$ cat src/core/pinmux_pkg.sv
`default_nettype none
package pinmux_pkg;
    // Function select codes for port C pads
    localparam logic [1:0] FSEL_PERIPH = 2'h0;
    localparam logic [1:0] FSEL_TIMER = 2'h1;
    localparam logic [1:0] FSEL_GPIO = 2'h2;
    // Reset values
    localparam logic [1:0] FSEL_RESET = FSEL_PERIPH;
    localparam logic [7:0] PORTC_PULLUP_RESET = 8'he0;
    localparam logic [7:0] PORTE_PULLUP_RESET = 8'h70;
    localparam logic [2:0] GPIO_DIR_RESET = 3'h0;
    localparam logic [2:0] PORTE_GPIO_SEL_RESET = 3'h0;
    // Field positions
    localparam int PORTC_FIRST_BIT = 5;
    localparam int PORTE_FIRST_BIT = 4;
    localparam int SPI_CLK_IDX = 0;
    localparam int SPI_MOSI_IDX = 1;
    localparam int SPI_MISO_IDX = 2;
endpackage : pinmux_pkg
`default_nettype wire

$ cat src/core/pad_cell_ctrl.sv
`timescale 1ns/10ps
`default_nettype none
module pad_cell_ctrl
    import pinmux_pkg::*;
(
    input wire logic clk_i,
    input wire logic rstn_i,
    input wire logic pullup_en_i,
    input wire logic func_oe_i,
    input wire logic func_do_i,
    input wire logic gpio_sel_i,
    input wire logic gpio_dir_out_i,
    input wire logic gpio_do_i,
    output logic oe_o,
    output logic do_o,
    output logic pullup_o
);
    logic oe_reg;
    logic do_reg;
    logic oe_next;
    logic do_next;

    always_comb begin
        oe_next = gpio_sel_i ? gpio_dir_out_i : func_oe_i; // [RQ6]
        do_next = gpio_sel_i ? gpio_do_i : func_do_i;
    end

    // Driver stays off while reset is low
    always_ff @(posedge clk_i or negedge rstn_i) begin
        if (!rstn_i) begin
            oe_reg <= 1'b0; // [RQ8]
            do_reg <= 1'b0;
        end else begin
            oe_reg <= oe_next;
            do_reg <= do_next;
        end
    end

    assign oe_o = oe_reg;
    assign do_o = do_reg;
    assign pullup_o = pullup_en_i;
endmodule : pad_cell_ctrl
`default_nettype wire

$ cat src/core/dec_spi_pinmux.sv
// Functional notes
// [RQ1] After reset port C bit 5 routes to decoder 0 phase B; timer A ch1 or GPIO are alternatives.
// [RQ2] After reset port C bit 6 routes to decoder 0 index; timer A ch2 or GPIO are alternatives.
// [RQ3] After reset port C bit 7 routes to decoder 0 home; timer A ch3 or GPIO are alternatives.
// [RQ4] Port C pad pull-ups are on after reset and each is turned off by clearing its control bit.
// [RQ5] Port E pad pull-ups are on after reset and each is turned off by clearing its control bit.
// [RQ6] Every pad in GPIO use has its own input or output direction.
// [RQ7] Port E bit 4 carries the SPI clock, output as master and input as slave.
// [RQ8] Port E bit 5 carries SPI master-out data and its driver is off during reset.
// [RQ9] Master-out data is presented half a clock before the sampling edge of the slave.
// [RQ10] Port E bit 6 carries SPI master-in data, input as master and output as slave.
// [RQ11] An unselected slave holds its master-in pad in high impedance.
// [RQ12] A selected slave drives master-in data half a clock before the master samples it.
// [RQ13] Each pad has a function select that resets to the peripheral default.
`timescale 1ns/10ps
`default_nettype none
module dec_spi_pinmux
    import pinmux_pkg::*;
(
    input wire logic REF_CLK_I,
    input wire logic RSTN_I,
    // Function select, pull-up and GPIO controls
    input wire logic [5:0] PORTC_FSEL_I,
    input wire logic PORTC_FSEL_WE_I,
    input wire logic [2:0] PORTE_GPIO_SEL_I,
    input wire logic PORTE_GPIO_SEL_WE_I,
    input wire logic [7:0] PORTC_PULLUP_CTRL_I,
    input wire logic PORTC_PULLUP_WE_I,
    input wire logic [7:0] PORTE_PULLUP_CTRL_I,
    input wire logic PORTE_PULLUP_WE_I,
    input wire logic [2:0] PORTC_DIR_I,
    input wire logic [2:0] PORTE_DIR_I,
    input wire logic DIR_WE_I,
    input wire logic [2:0] PORTC_IO_DO_I,
    input wire logic [2:0] PORTE_IO_DO_I,
    output logic [2:0] PORTC_IO_DI_O,
    output logic [2:0] PORTE_IO_DI_O,
    // Decoder and timer side
    output logic DEC0_PHASE_B_IN_O,
    output logic DEC0_INDEX_IN_O,
    output logic DEC0_HOME_IN_O,
    input wire logic [2:0] TIMER_A_OUT_I,
    input wire logic [2:0] TIMER_A_OE_I,
    output logic [2:0] TIMER_A_IN_O,
    // SPI side
    input wire logic SPI_MASTER_I,
    input wire logic SPI_SLAVE_SEL_I,
    input wire logic SPI_CLK_OUT_I,
    input wire logic SPI_MOSI_OUT_I,
    input wire logic SPI_MISO_OUT_I,
    output logic SPI_CLK_IN_O,
    output logic SPI_MOSI_IN_O,
    output logic SPI_MISO_IN_O,
    // Pads
    input wire logic [2:0] PORTC_PAD_I,
    output logic [2:0] PORTC_PAD_O,
    output logic [2:0] PORTC_PAD_OE_O,
    output logic [2:0] PORTC_PULLUP_O,
    input wire logic [2:0] PORTE_PAD_I,
    output logic [2:0] PORTE_PAD_O,
    output logic [2:0] PORTE_PAD_OE_O,
    output logic [2:0] PORTE_PULLUP_O
);
    logic [5:0] portc_fsel_reg;
    logic [2:0] porte_gpio_reg;
    logic [7:0] portc_pullup_ctrl_reg;
    logic [7:0] porte_pullup_ctrl_reg;
    logic [2:0] portc_dir_reg;
    logic [2:0] porte_dir_reg;
    logic [2:0] c_oe;
    logic [2:0] c_do;
    logic [2:0] c_gpio;
    logic [2:0] e_foe;
    logic [2:0] e_fdo;

    function automatic logic [1:0] fsel_of(input logic [5:0] f, input int i);
        fsel_of = f[2*i +: 2];
    endfunction : fsel_of

    always_ff @(posedge REF_CLK_I or negedge RSTN_I) begin
        if (!RSTN_I) begin
            portc_fsel_reg <= {3{FSEL_RESET}}; // [RQ13]
        end else if (PORTC_FSEL_WE_I) begin
            portc_fsel_reg <= PORTC_FSEL_I;
        end
    end

    always_ff @(posedge REF_CLK_I or negedge RSTN_I) begin
        if (!RSTN_I) begin
            porte_gpio_reg <= PORTE_GPIO_SEL_RESET; // [RQ13]
        end else if (PORTE_GPIO_SEL_WE_I) begin
            porte_gpio_reg <= PORTE_GPIO_SEL_I;
        end
    end

    always_ff @(posedge REF_CLK_I or negedge RSTN_I) begin
        if (!RSTN_I) begin
            portc_pullup_ctrl_reg <= PORTC_PULLUP_RESET; // [RQ4]
        end else if (PORTC_PULLUP_WE_I) begin
            portc_pullup_ctrl_reg <= PORTC_PULLUP_CTRL_I;
        end
    end

    always_ff @(posedge REF_CLK_I or negedge RSTN_I) begin
        if (!RSTN_I) begin
            porte_pullup_ctrl_reg <= PORTE_PULLUP_RESET; // [RQ5]
        end else if (PORTE_PULLUP_WE_I) begin
            porte_pullup_ctrl_reg <= PORTE_PULLUP_CTRL_I;
        end
    end

    always_ff @(posedge REF_CLK_I or negedge RSTN_I) begin
        if (!RSTN_I) begin
            portc_dir_reg <= GPIO_DIR_RESET;
            porte_dir_reg <= GPIO_DIR_RESET;
        end else if (DIR_WE_I) begin
            portc_dir_reg <= PORTC_DIR_I; // [RQ6]
            porte_dir_reg <= PORTE_DIR_I; // [RQ6]
        end
    end

    // Port C: decoder inputs, timer channels or GPIO
    always_comb begin
        for (int i = 0; i < 3; i++) begin
            c_gpio[i] = (fsel_of(portc_fsel_reg, i) == FSEL_GPIO);
            c_oe[i] = (fsel_of(portc_fsel_reg, i) == FSEL_TIMER) && TIMER_A_OE_I[i];
            c_do[i] = TIMER_A_OUT_I[i];
        end
    end

    assign DEC0_PHASE_B_IN_O = (fsel_of(portc_fsel_reg, 0) == FSEL_PERIPH) & PORTC_PAD_I[0]; // [RQ1]
    assign DEC0_INDEX_IN_O = (fsel_of(portc_fsel_reg, 1) == FSEL_PERIPH) & PORTC_PAD_I[1]; // [RQ2]
    assign DEC0_HOME_IN_O = (fsel_of(portc_fsel_reg, 2) == FSEL_PERIPH) & PORTC_PAD_I[2]; // [RQ3]

    always_comb begin
        for (int i = 0; i < 3; i++) begin
            TIMER_A_IN_O[i] = (fsel_of(portc_fsel_reg, i) == FSEL_TIMER) & PORTC_PAD_I[i];
        end
    end

    assign PORTC_IO_DI_O = c_gpio & PORTC_PAD_I;
    assign PORTE_IO_DI_O = porte_gpio_reg & PORTE_PAD_I;

    // Port E: SPI pad directions
    always_comb begin
        e_foe[SPI_CLK_IDX] = SPI_MASTER_I; // [RQ7]
        e_foe[SPI_MOSI_IDX] = SPI_MASTER_I; // [RQ9]
        e_foe[SPI_MISO_IDX] = !SPI_MASTER_I && SPI_SLAVE_SEL_I; // [RQ10] [RQ11] [RQ12]
        e_fdo[SPI_CLK_IDX] = SPI_CLK_OUT_I;
        e_fdo[SPI_MOSI_IDX] = SPI_MOSI_OUT_I;
        e_fdo[SPI_MISO_IDX] = SPI_MISO_OUT_I;
    end

    assign SPI_CLK_IN_O = !porte_gpio_reg[SPI_CLK_IDX] & PORTE_PAD_I[SPI_CLK_IDX]; // [RQ7]
    assign SPI_MOSI_IN_O = !porte_gpio_reg[SPI_MOSI_IDX] & PORTE_PAD_I[SPI_MOSI_IDX];
    assign SPI_MISO_IN_O = !porte_gpio_reg[SPI_MISO_IDX] & PORTE_PAD_I[SPI_MISO_IDX]; // [RQ10]

    for (genvar g = 0; g < 3; g++) begin : g_pads
        pad_cell_ctrl u_c (
            .clk_i(REF_CLK_I),
            .rstn_i(RSTN_I),
            .pullup_en_i(portc_pullup_ctrl_reg[PORTC_FIRST_BIT + g]), // [RQ4]
            .func_oe_i(c_oe[g]),
            .func_do_i(c_do[g]),
            .gpio_sel_i(c_gpio[g]),
            .gpio_dir_out_i(portc_dir_reg[g]),
            .gpio_do_i(PORTC_IO_DO_I[g]),
            .oe_o(PORTC_PAD_OE_O[g]),
            .do_o(PORTC_PAD_O[g]),
            .pullup_o(PORTC_PULLUP_O[g])
        );
        pad_cell_ctrl u_e (
            .clk_i(REF_CLK_I),
            .rstn_i(RSTN_I),
            .pullup_en_i(porte_pullup_ctrl_reg[PORTE_FIRST_BIT + g]), // [RQ5]
            .func_oe_i(e_foe[g]),
            .func_do_i(e_fdo[g]),
            .gpio_sel_i(porte_gpio_reg[g]),
            .gpio_dir_out_i(porte_dir_reg[g]),
            .gpio_do_i(PORTE_IO_DO_I[g]),
            .oe_o(PORTE_PAD_OE_O[g]),
            .do_o(PORTE_PAD_O[g]),
            .pullup_o(PORTE_PULLUP_O[g])
        );
    end
endmodule : dec_spi_pinmux
`default_nettype wire

$ cat config.mk
export PLATFORM = sky130hd
export DESIGN_NAME = dec_spi_pinmux
export DESIGN_NICKNAME = d
export VERILOG_FILES = /design/src/core/pinmux_pkg.sv /design/src/core/pad_cell_ctrl.sv /design/src/core/dec_spi_pinmux.sv
export SDC_FILE = /design/constraint.sdc
export NUM_CORES = 1
export LEC_CHECK = 0
export BUFFER_PORTS_ARGS = -buffer_cell sky130_fd_sc_hd__buf_2
export CAP_MARGIN = 40
export CORE_ASPECT_RATIO = 0.5
export CORE_UTILIZATION = 42
export CTS_CLUSTER_DIAMETER = 120
export DETAILED_ROUTE_END_ITERATION = 10
export PLACE_DENSITY = 0.81
export SLEW_MARGIN = 15
export SYNTH_ARGS = -nofsm -noshare
export SYNTH_HDL_FRONTEND = slang
export SYNTH_HIERARCHICAL = 1
export SYNTH_SLANG_ARGS = --single-unit
$ cat constraint.sdc
create_clock -name REF_CLK_I -period 1.6 [get_ports REF_CLK_I]
set_clock_uncertainty 0.2 [all_clocks]
set_input_delay 0.08 -clock REF_CLK_I [delete_from_list [all_inputs] [get_ports REF_CLK_I]]
set_output_delay 0.08 -clock REF_CLK_I [all_outputs]
set_load 0.1 [all_outputs]
Word level (Yosys, flattened, before mapping). Cells that the tools add are included.

Flip-flop bits (word level): 42. Bits in latches: 0. Memory bits (writable): 0. ROM bits: 0. Input bits: 61. Output and inout port bits: 33. Memories: 0.

Add/sub/neg operators: 0. $mul: 0. Divide/modulo/power cells: 0. Order comparisons: 0. Equal/unequal tests: 6. Shift operators: 0. Muxes and demuxes: 12. Bitwise operators: 11. Reduce and logical (&&, ||, !) cells: 11.

Operators with widths (count): 1-bit two-way mux (12); 1-bit AND (9); 3-bit AND (2); 2-bit by 1-bit equality test with 1-bit output, second input constant (3); 2-bit equality test, second input constant (3); 2-bit zero test (3); 1-bit logical AND (4); 1-bit zero test (4).

Longest topological paths before layout.
Depth after elaboration: 3. Gate-level depth with buffers: 2. Depth with buffers taken out: 2.

By module. The synthesis kept the hierarchy.

By module, submodules not included: dec_spi_pinmux (times used 1, cells an instance 66, area an instance 1001.0 µm², seq. area each 533.0 µm²); pad_cell_ctrl (times used 6, cells an instance 5, area an instance 80.1 µm², seq. area each 50.0 µm²).

Worst setup path after synthesis. No wires, ideal clock.

Path kind: flip-flop to output port. Start: register portc_fsel_reg[5]. End: output port DEC0_HOME_IN_O. Data arrival time: 2619 ps. Required time: 1320 ps. Path slack: -1299 ps. Stages on the path, launching flop included: 2. Path buffers: 0. Cells stage by stage: dfrtp_1 -> nor3b_1.

Word-level cells in the longest chain between the ends: 2.

RTL lines: start, declared (line dec_spi_pinmux.sv:64) `logic [5:0] portc_fsel_reg;`; start signal, assigned (line dec_spi_pinmux.sv:82) `portc_fsel_reg <= {3{FSEL_RESET}};`; 2-bit zero test (line dec_spi_pinmux.sv:133) `assign DEC0_HOME_IN_O = (fsel_of(portc_fsel_reg, 2) == FSEL_PERIPH) & PORTC_PAD_I[2];`; 1-bit AND (line dec_spi_pinmux.sv:133); end, declared (line dec_spi_pinmux.sv:41) `output logic DEC0_HOME_IN_O,`.

Every way passes these cells.

Worst setup path in the final report.
Start: input port PORTE_DIR_I[0]. End: register porte_dir_reg[0].

RTL lines: start, declared (line dec_spi_pinmux.sv:32) `input wire logic [2:0] PORTE_DIR_I,`; end signal, assigned (line dec_spi_pinmux.sv:115) `porte_dir_reg <= GPIO_DIR_RESET;`; end signal, assigned (line dec_spi_pinmux.sv:118) `porte_dir_reg <= PORTE_DIR_I;`; end, declared (line dec_spi_pinmux.sv:69) `logic [2:0] porte_dir_reg;`.

No word-level cell between the ends.

==> impl_metrics.csv <==
group,metric,value,unit
run_status,status,"finished, violations left",
sta,final_worst_path_period_share,1.00,
clock_tree,numClockSinks,33,
critical_path,arrival,1570,ps
sta,total_count_of_hold_check_failures_in_the_final_report,0,
run_status,violated_checks,"setup timing",
power_and_ir_drop,clock_power_share,0.235,
critical_path,cp_max_fo,1,
sta,number_of_endpoints_failing_setup_at_the_final_stage,1,
routing,routed_wl,4170,µm
final_layout,nets,290,
clock_tree,cts_tree,"built",
routing,final_antenna_net_count,0,
sta,timing_max_transition_violations_final,0,
sta,min_period,1610,ps
power_and_ir_drop,irDropWorstVdd,699,µV
clock_tree,tritoncts.num_buffers,5,
routing,firstDrtPassIters,4,
hold_path,worstHoldPathType,"primary input to flip-flop",
placed_design,gp_routability_congestion,0.648,
synthesis,yosysSeqAreaShare,0.563,
critical_path,kind_of_end_point_of_the_critical_path,"flip-flop",
die,area_enclosed_by_the_die_boundary,3780,µm²
critical_path,critical_path_class,"primary input to flip-flop",
synthesis,synth_area,1480,µm²
synthesis,synth_area_leader_cell,"sky130_fd_sc_hd__dfrtp_1",
power_and_ir_drop,p_switching,1.08,mW
global_routing,globalRoute.totalOverflow,0,
synthesis,mapped_nets,157,
final_layout,drive_gt1_frac,0.587,
clock_tree,post_cts_buffers,0,
routing,vias,1277,
die,width_of_the_die,86.0,µm
routing,avgRoutedWirePerCell,15.0,µm
global_routing,global_routing_usage_summed_across_all_routing_layers,0.218,
power_and_ir_drop,comb_power_share,0.398,
global_routing,grt_first_pass_wirelength,6130,µm
sta,maximum_clock_frequency,623,MHz
synthesis,synth.yosys.warnings,6,
global_routing,pin_count_of_the_biggest_net_entering_global_routing,21,
critical_path,cp_data_required_time,1560,ps
die,start_util,0.467,
routing,drcViolationCount,0,
power_and_ir_drop,p_leak,1.31,nW
sta,setup_tns,-5.18,ps
synthesis,syn_inst_count,96,
die,floorplan.core_area,3170,µm²
clock_tree,clock_latency,280,ps
final_layout,utilization,0.846,
sta,final_critical_path_setup_slack,-5.18,ps
clock_tree,clkTransAtPathRegs,70,ps
synthesis,post_synthesis_cell_type_count,10,
die,chipHeight,44.0,µm
final_layout,num_antenna_cells,0,
synthesis,synth.ff_latch_count,33,
sta,slew_headroom,0.664,
synthesis,synth.top_cell.area_share,0.456,
global_routing,grt_pass1_vias,1367,
clock_tree,ctsRootBufferMaster,"sky130_fd_sc_hd__clkbuf_8",
clock_tree,clock_tree.htree_level_count,2,
placed_design,port_buffers,83,
power_and_ir_drop,p_seq_frac,0.367,
run,cap_violations,0,
power_and_ir_drop,switching_fraction,0.395,
sta,fin_worst_hold_slack,10.8,ps
critical_path,start_kind,"primary input",
routing,post_drt_via_cell_ratio,4.59,
synthesis,average_footprint_of_a_synthesized_cell,15.4,µm²
placed_design,dp_hpwl,2310,µm
die,num_rows,14,
final_layout,largest_reg_flops,6,
power_and_ir_drop,cellInternalPower,1.65,mW
global_routing,antenna_found_initial,0,
clock_tree,cts.path.max_buffers,2,
synthesis,netlist_top_cells_area,"sky130_fd_sc_hd__dfrtp_1, sky130_fd_sc_hd__mux2_2, sky130_fd_sc_hd__mux2_4",
placed_design,dp_slack,219,ps
sta,worst_slew_pin_slew,508,ps
power_and_ir_drop,powerDensity,1020,nW/µm²
routing,drtIter0Drc,22,
final_layout,areaGrowthSynthToFinish,81.1,%
die,pin_count,94,
-- path summary, 6_finish.rpt --
path	startpoint	to	slack, ps	depth (start not counted)
setup reg to reg	porte_gpio_reg[0]	porte_gpio_reg[0]	40	2
setup / recovery	PORTE_DIR_I[0]	porte_dir_reg[0]	-5	4
max in group asynchronous	RSTN_I	portc_fsel_reg[5]	600	3
hold / removal	TIMER_A_OE_I[0]	g_pads[0].u_c/oe_o	10	3
hold reg to reg	porte_dir_reg[2]	porte_dir_reg[2]	310	1
min in group asynchronous	RSTN_I	porte_dir_reg[2]	30	2
-- power groups by stage --
| stage | combinational (mW) | clock (mW) | sequential (mW) |
|---|---|---|---|
| after floorplan | 0.502 | 0 | 1.25 |
| after detailed placement | 0.963 | 0 | 1.01 |
| final | 1.09 | 0.643 | 1.00 |
| after CTS | 1.07 | 0.657 | 0.996 |
| after global placement | 0.951 | 0 | 1.00 |
| after global routing | 1.12 | 0.700 | 1.01 |
-- critical path: stages --
cell	delay (ps)
sky130_fd_sc_hd__dlygate4sd3_1	540
sky130_fd_sc_hd__buf_2	130
sky130_fd_sc_hd__mux2_4	250
sky130_fd_sc_hd__dlygate4sd3_1	570
-- stage by stage --
stage | total power [mW] | area [µm²] | instances
finish | 2.73 | 2680 | 278
global route | 2.83 | 2680 | 278
global placement | 1.96 | 2080 | 220
CTS | 2.72 | 2640 | 275
detailed placement | 1.97 | 2080 | 220
floorplan | 1.75 | 1520 | 96
-- cell usage after synthesis --
master	n
sky130_fd_sc_hd__nor3b_1	3
sky130_fd_sc_hd__dfstp_2	6
sky130_fd_sc_hd__and2_1	3
sky130_fd_sc_hd__mux2_2	21
sky130_fd_sc_hd__and3b_1	9
sky130_fd_sc_hd__buf_4	6
sky130_fd_sc_hd__dfrtp_1	27
sky130_fd_sc_hd__buf_6	2
sky130_fd_sc_hd__nor2b_1	7
sky130_fd_sc_hd__mux2_4	12
-- cell families after synthesis --
kind of cell | synth area share
buffers and inverters | 0.0456
multiplexers | 0.281
AND/OR/NAND/NOR | 0.111
flip-flops | 0.563
-- layout by cell type (no fill, tap or decap) --
cell type	Yosys	final
sky130_fd_sc_hd__mux2_4	12	12
sky130_fd_sc_hd__nor2b_2	0	3
sky130_fd_sc_hd__nor3b_2	0	1
sky130_fd_sc_hd__buf_2	0	69
sky130_fd_sc_hd__clkbuf_4	0	4
sky130_fd_sc_hd__buf_12	0	10
sky130_fd_sc_hd__and3b_1	9	9
sky130_fd_sc_hd__and2_1	3	3
sky130_fd_sc_hd__dfstp_2	6	6
sky130_fd_sc_hd__mux2_2	21	21
sky130_fd_sc_hd__dlygate4sd3_1	0	50
sky130_fd_sc_hd__clkbuf_8	0	6
sky130_fd_sc_hd__buf_4	6	1
sky130_fd_sc_hd__nor2b_1	7	4
sky130_fd_sc_hd__nor3b_4	0	2
sky130_fd_sc_hd__dfrtp_1	27	27
sky130_fd_sc_hd__clkbuf_1	0	2
-- area by class of cell --
cell class | count | area, µm²
Tap cell | 48 | 60.1
Timing Repair Buffer | 134 | 1080
Fill cell | 141 | 488
Clock buffer | 8 | 90.1
Sequential cell | 33 | 833
Multi-Input combinational cell | 55 | 616
-- layer usage --
layer  track usage  vias up  routed length (µm)
li1              -      592                   -
met1         0.251      636                1660
met2         0.421       45                2300
met3        0.0476        4                 178
met4        0.0600        0                  36
met5             0        -                   0
-- what timing repair did --
action	in CTS	in global routing
setup endpoints to repair	0	4
hold buffers	47	3
resized for setup	0	4
endpoints found under the hold margin	64	1
(Power assumes the default switching activity.)
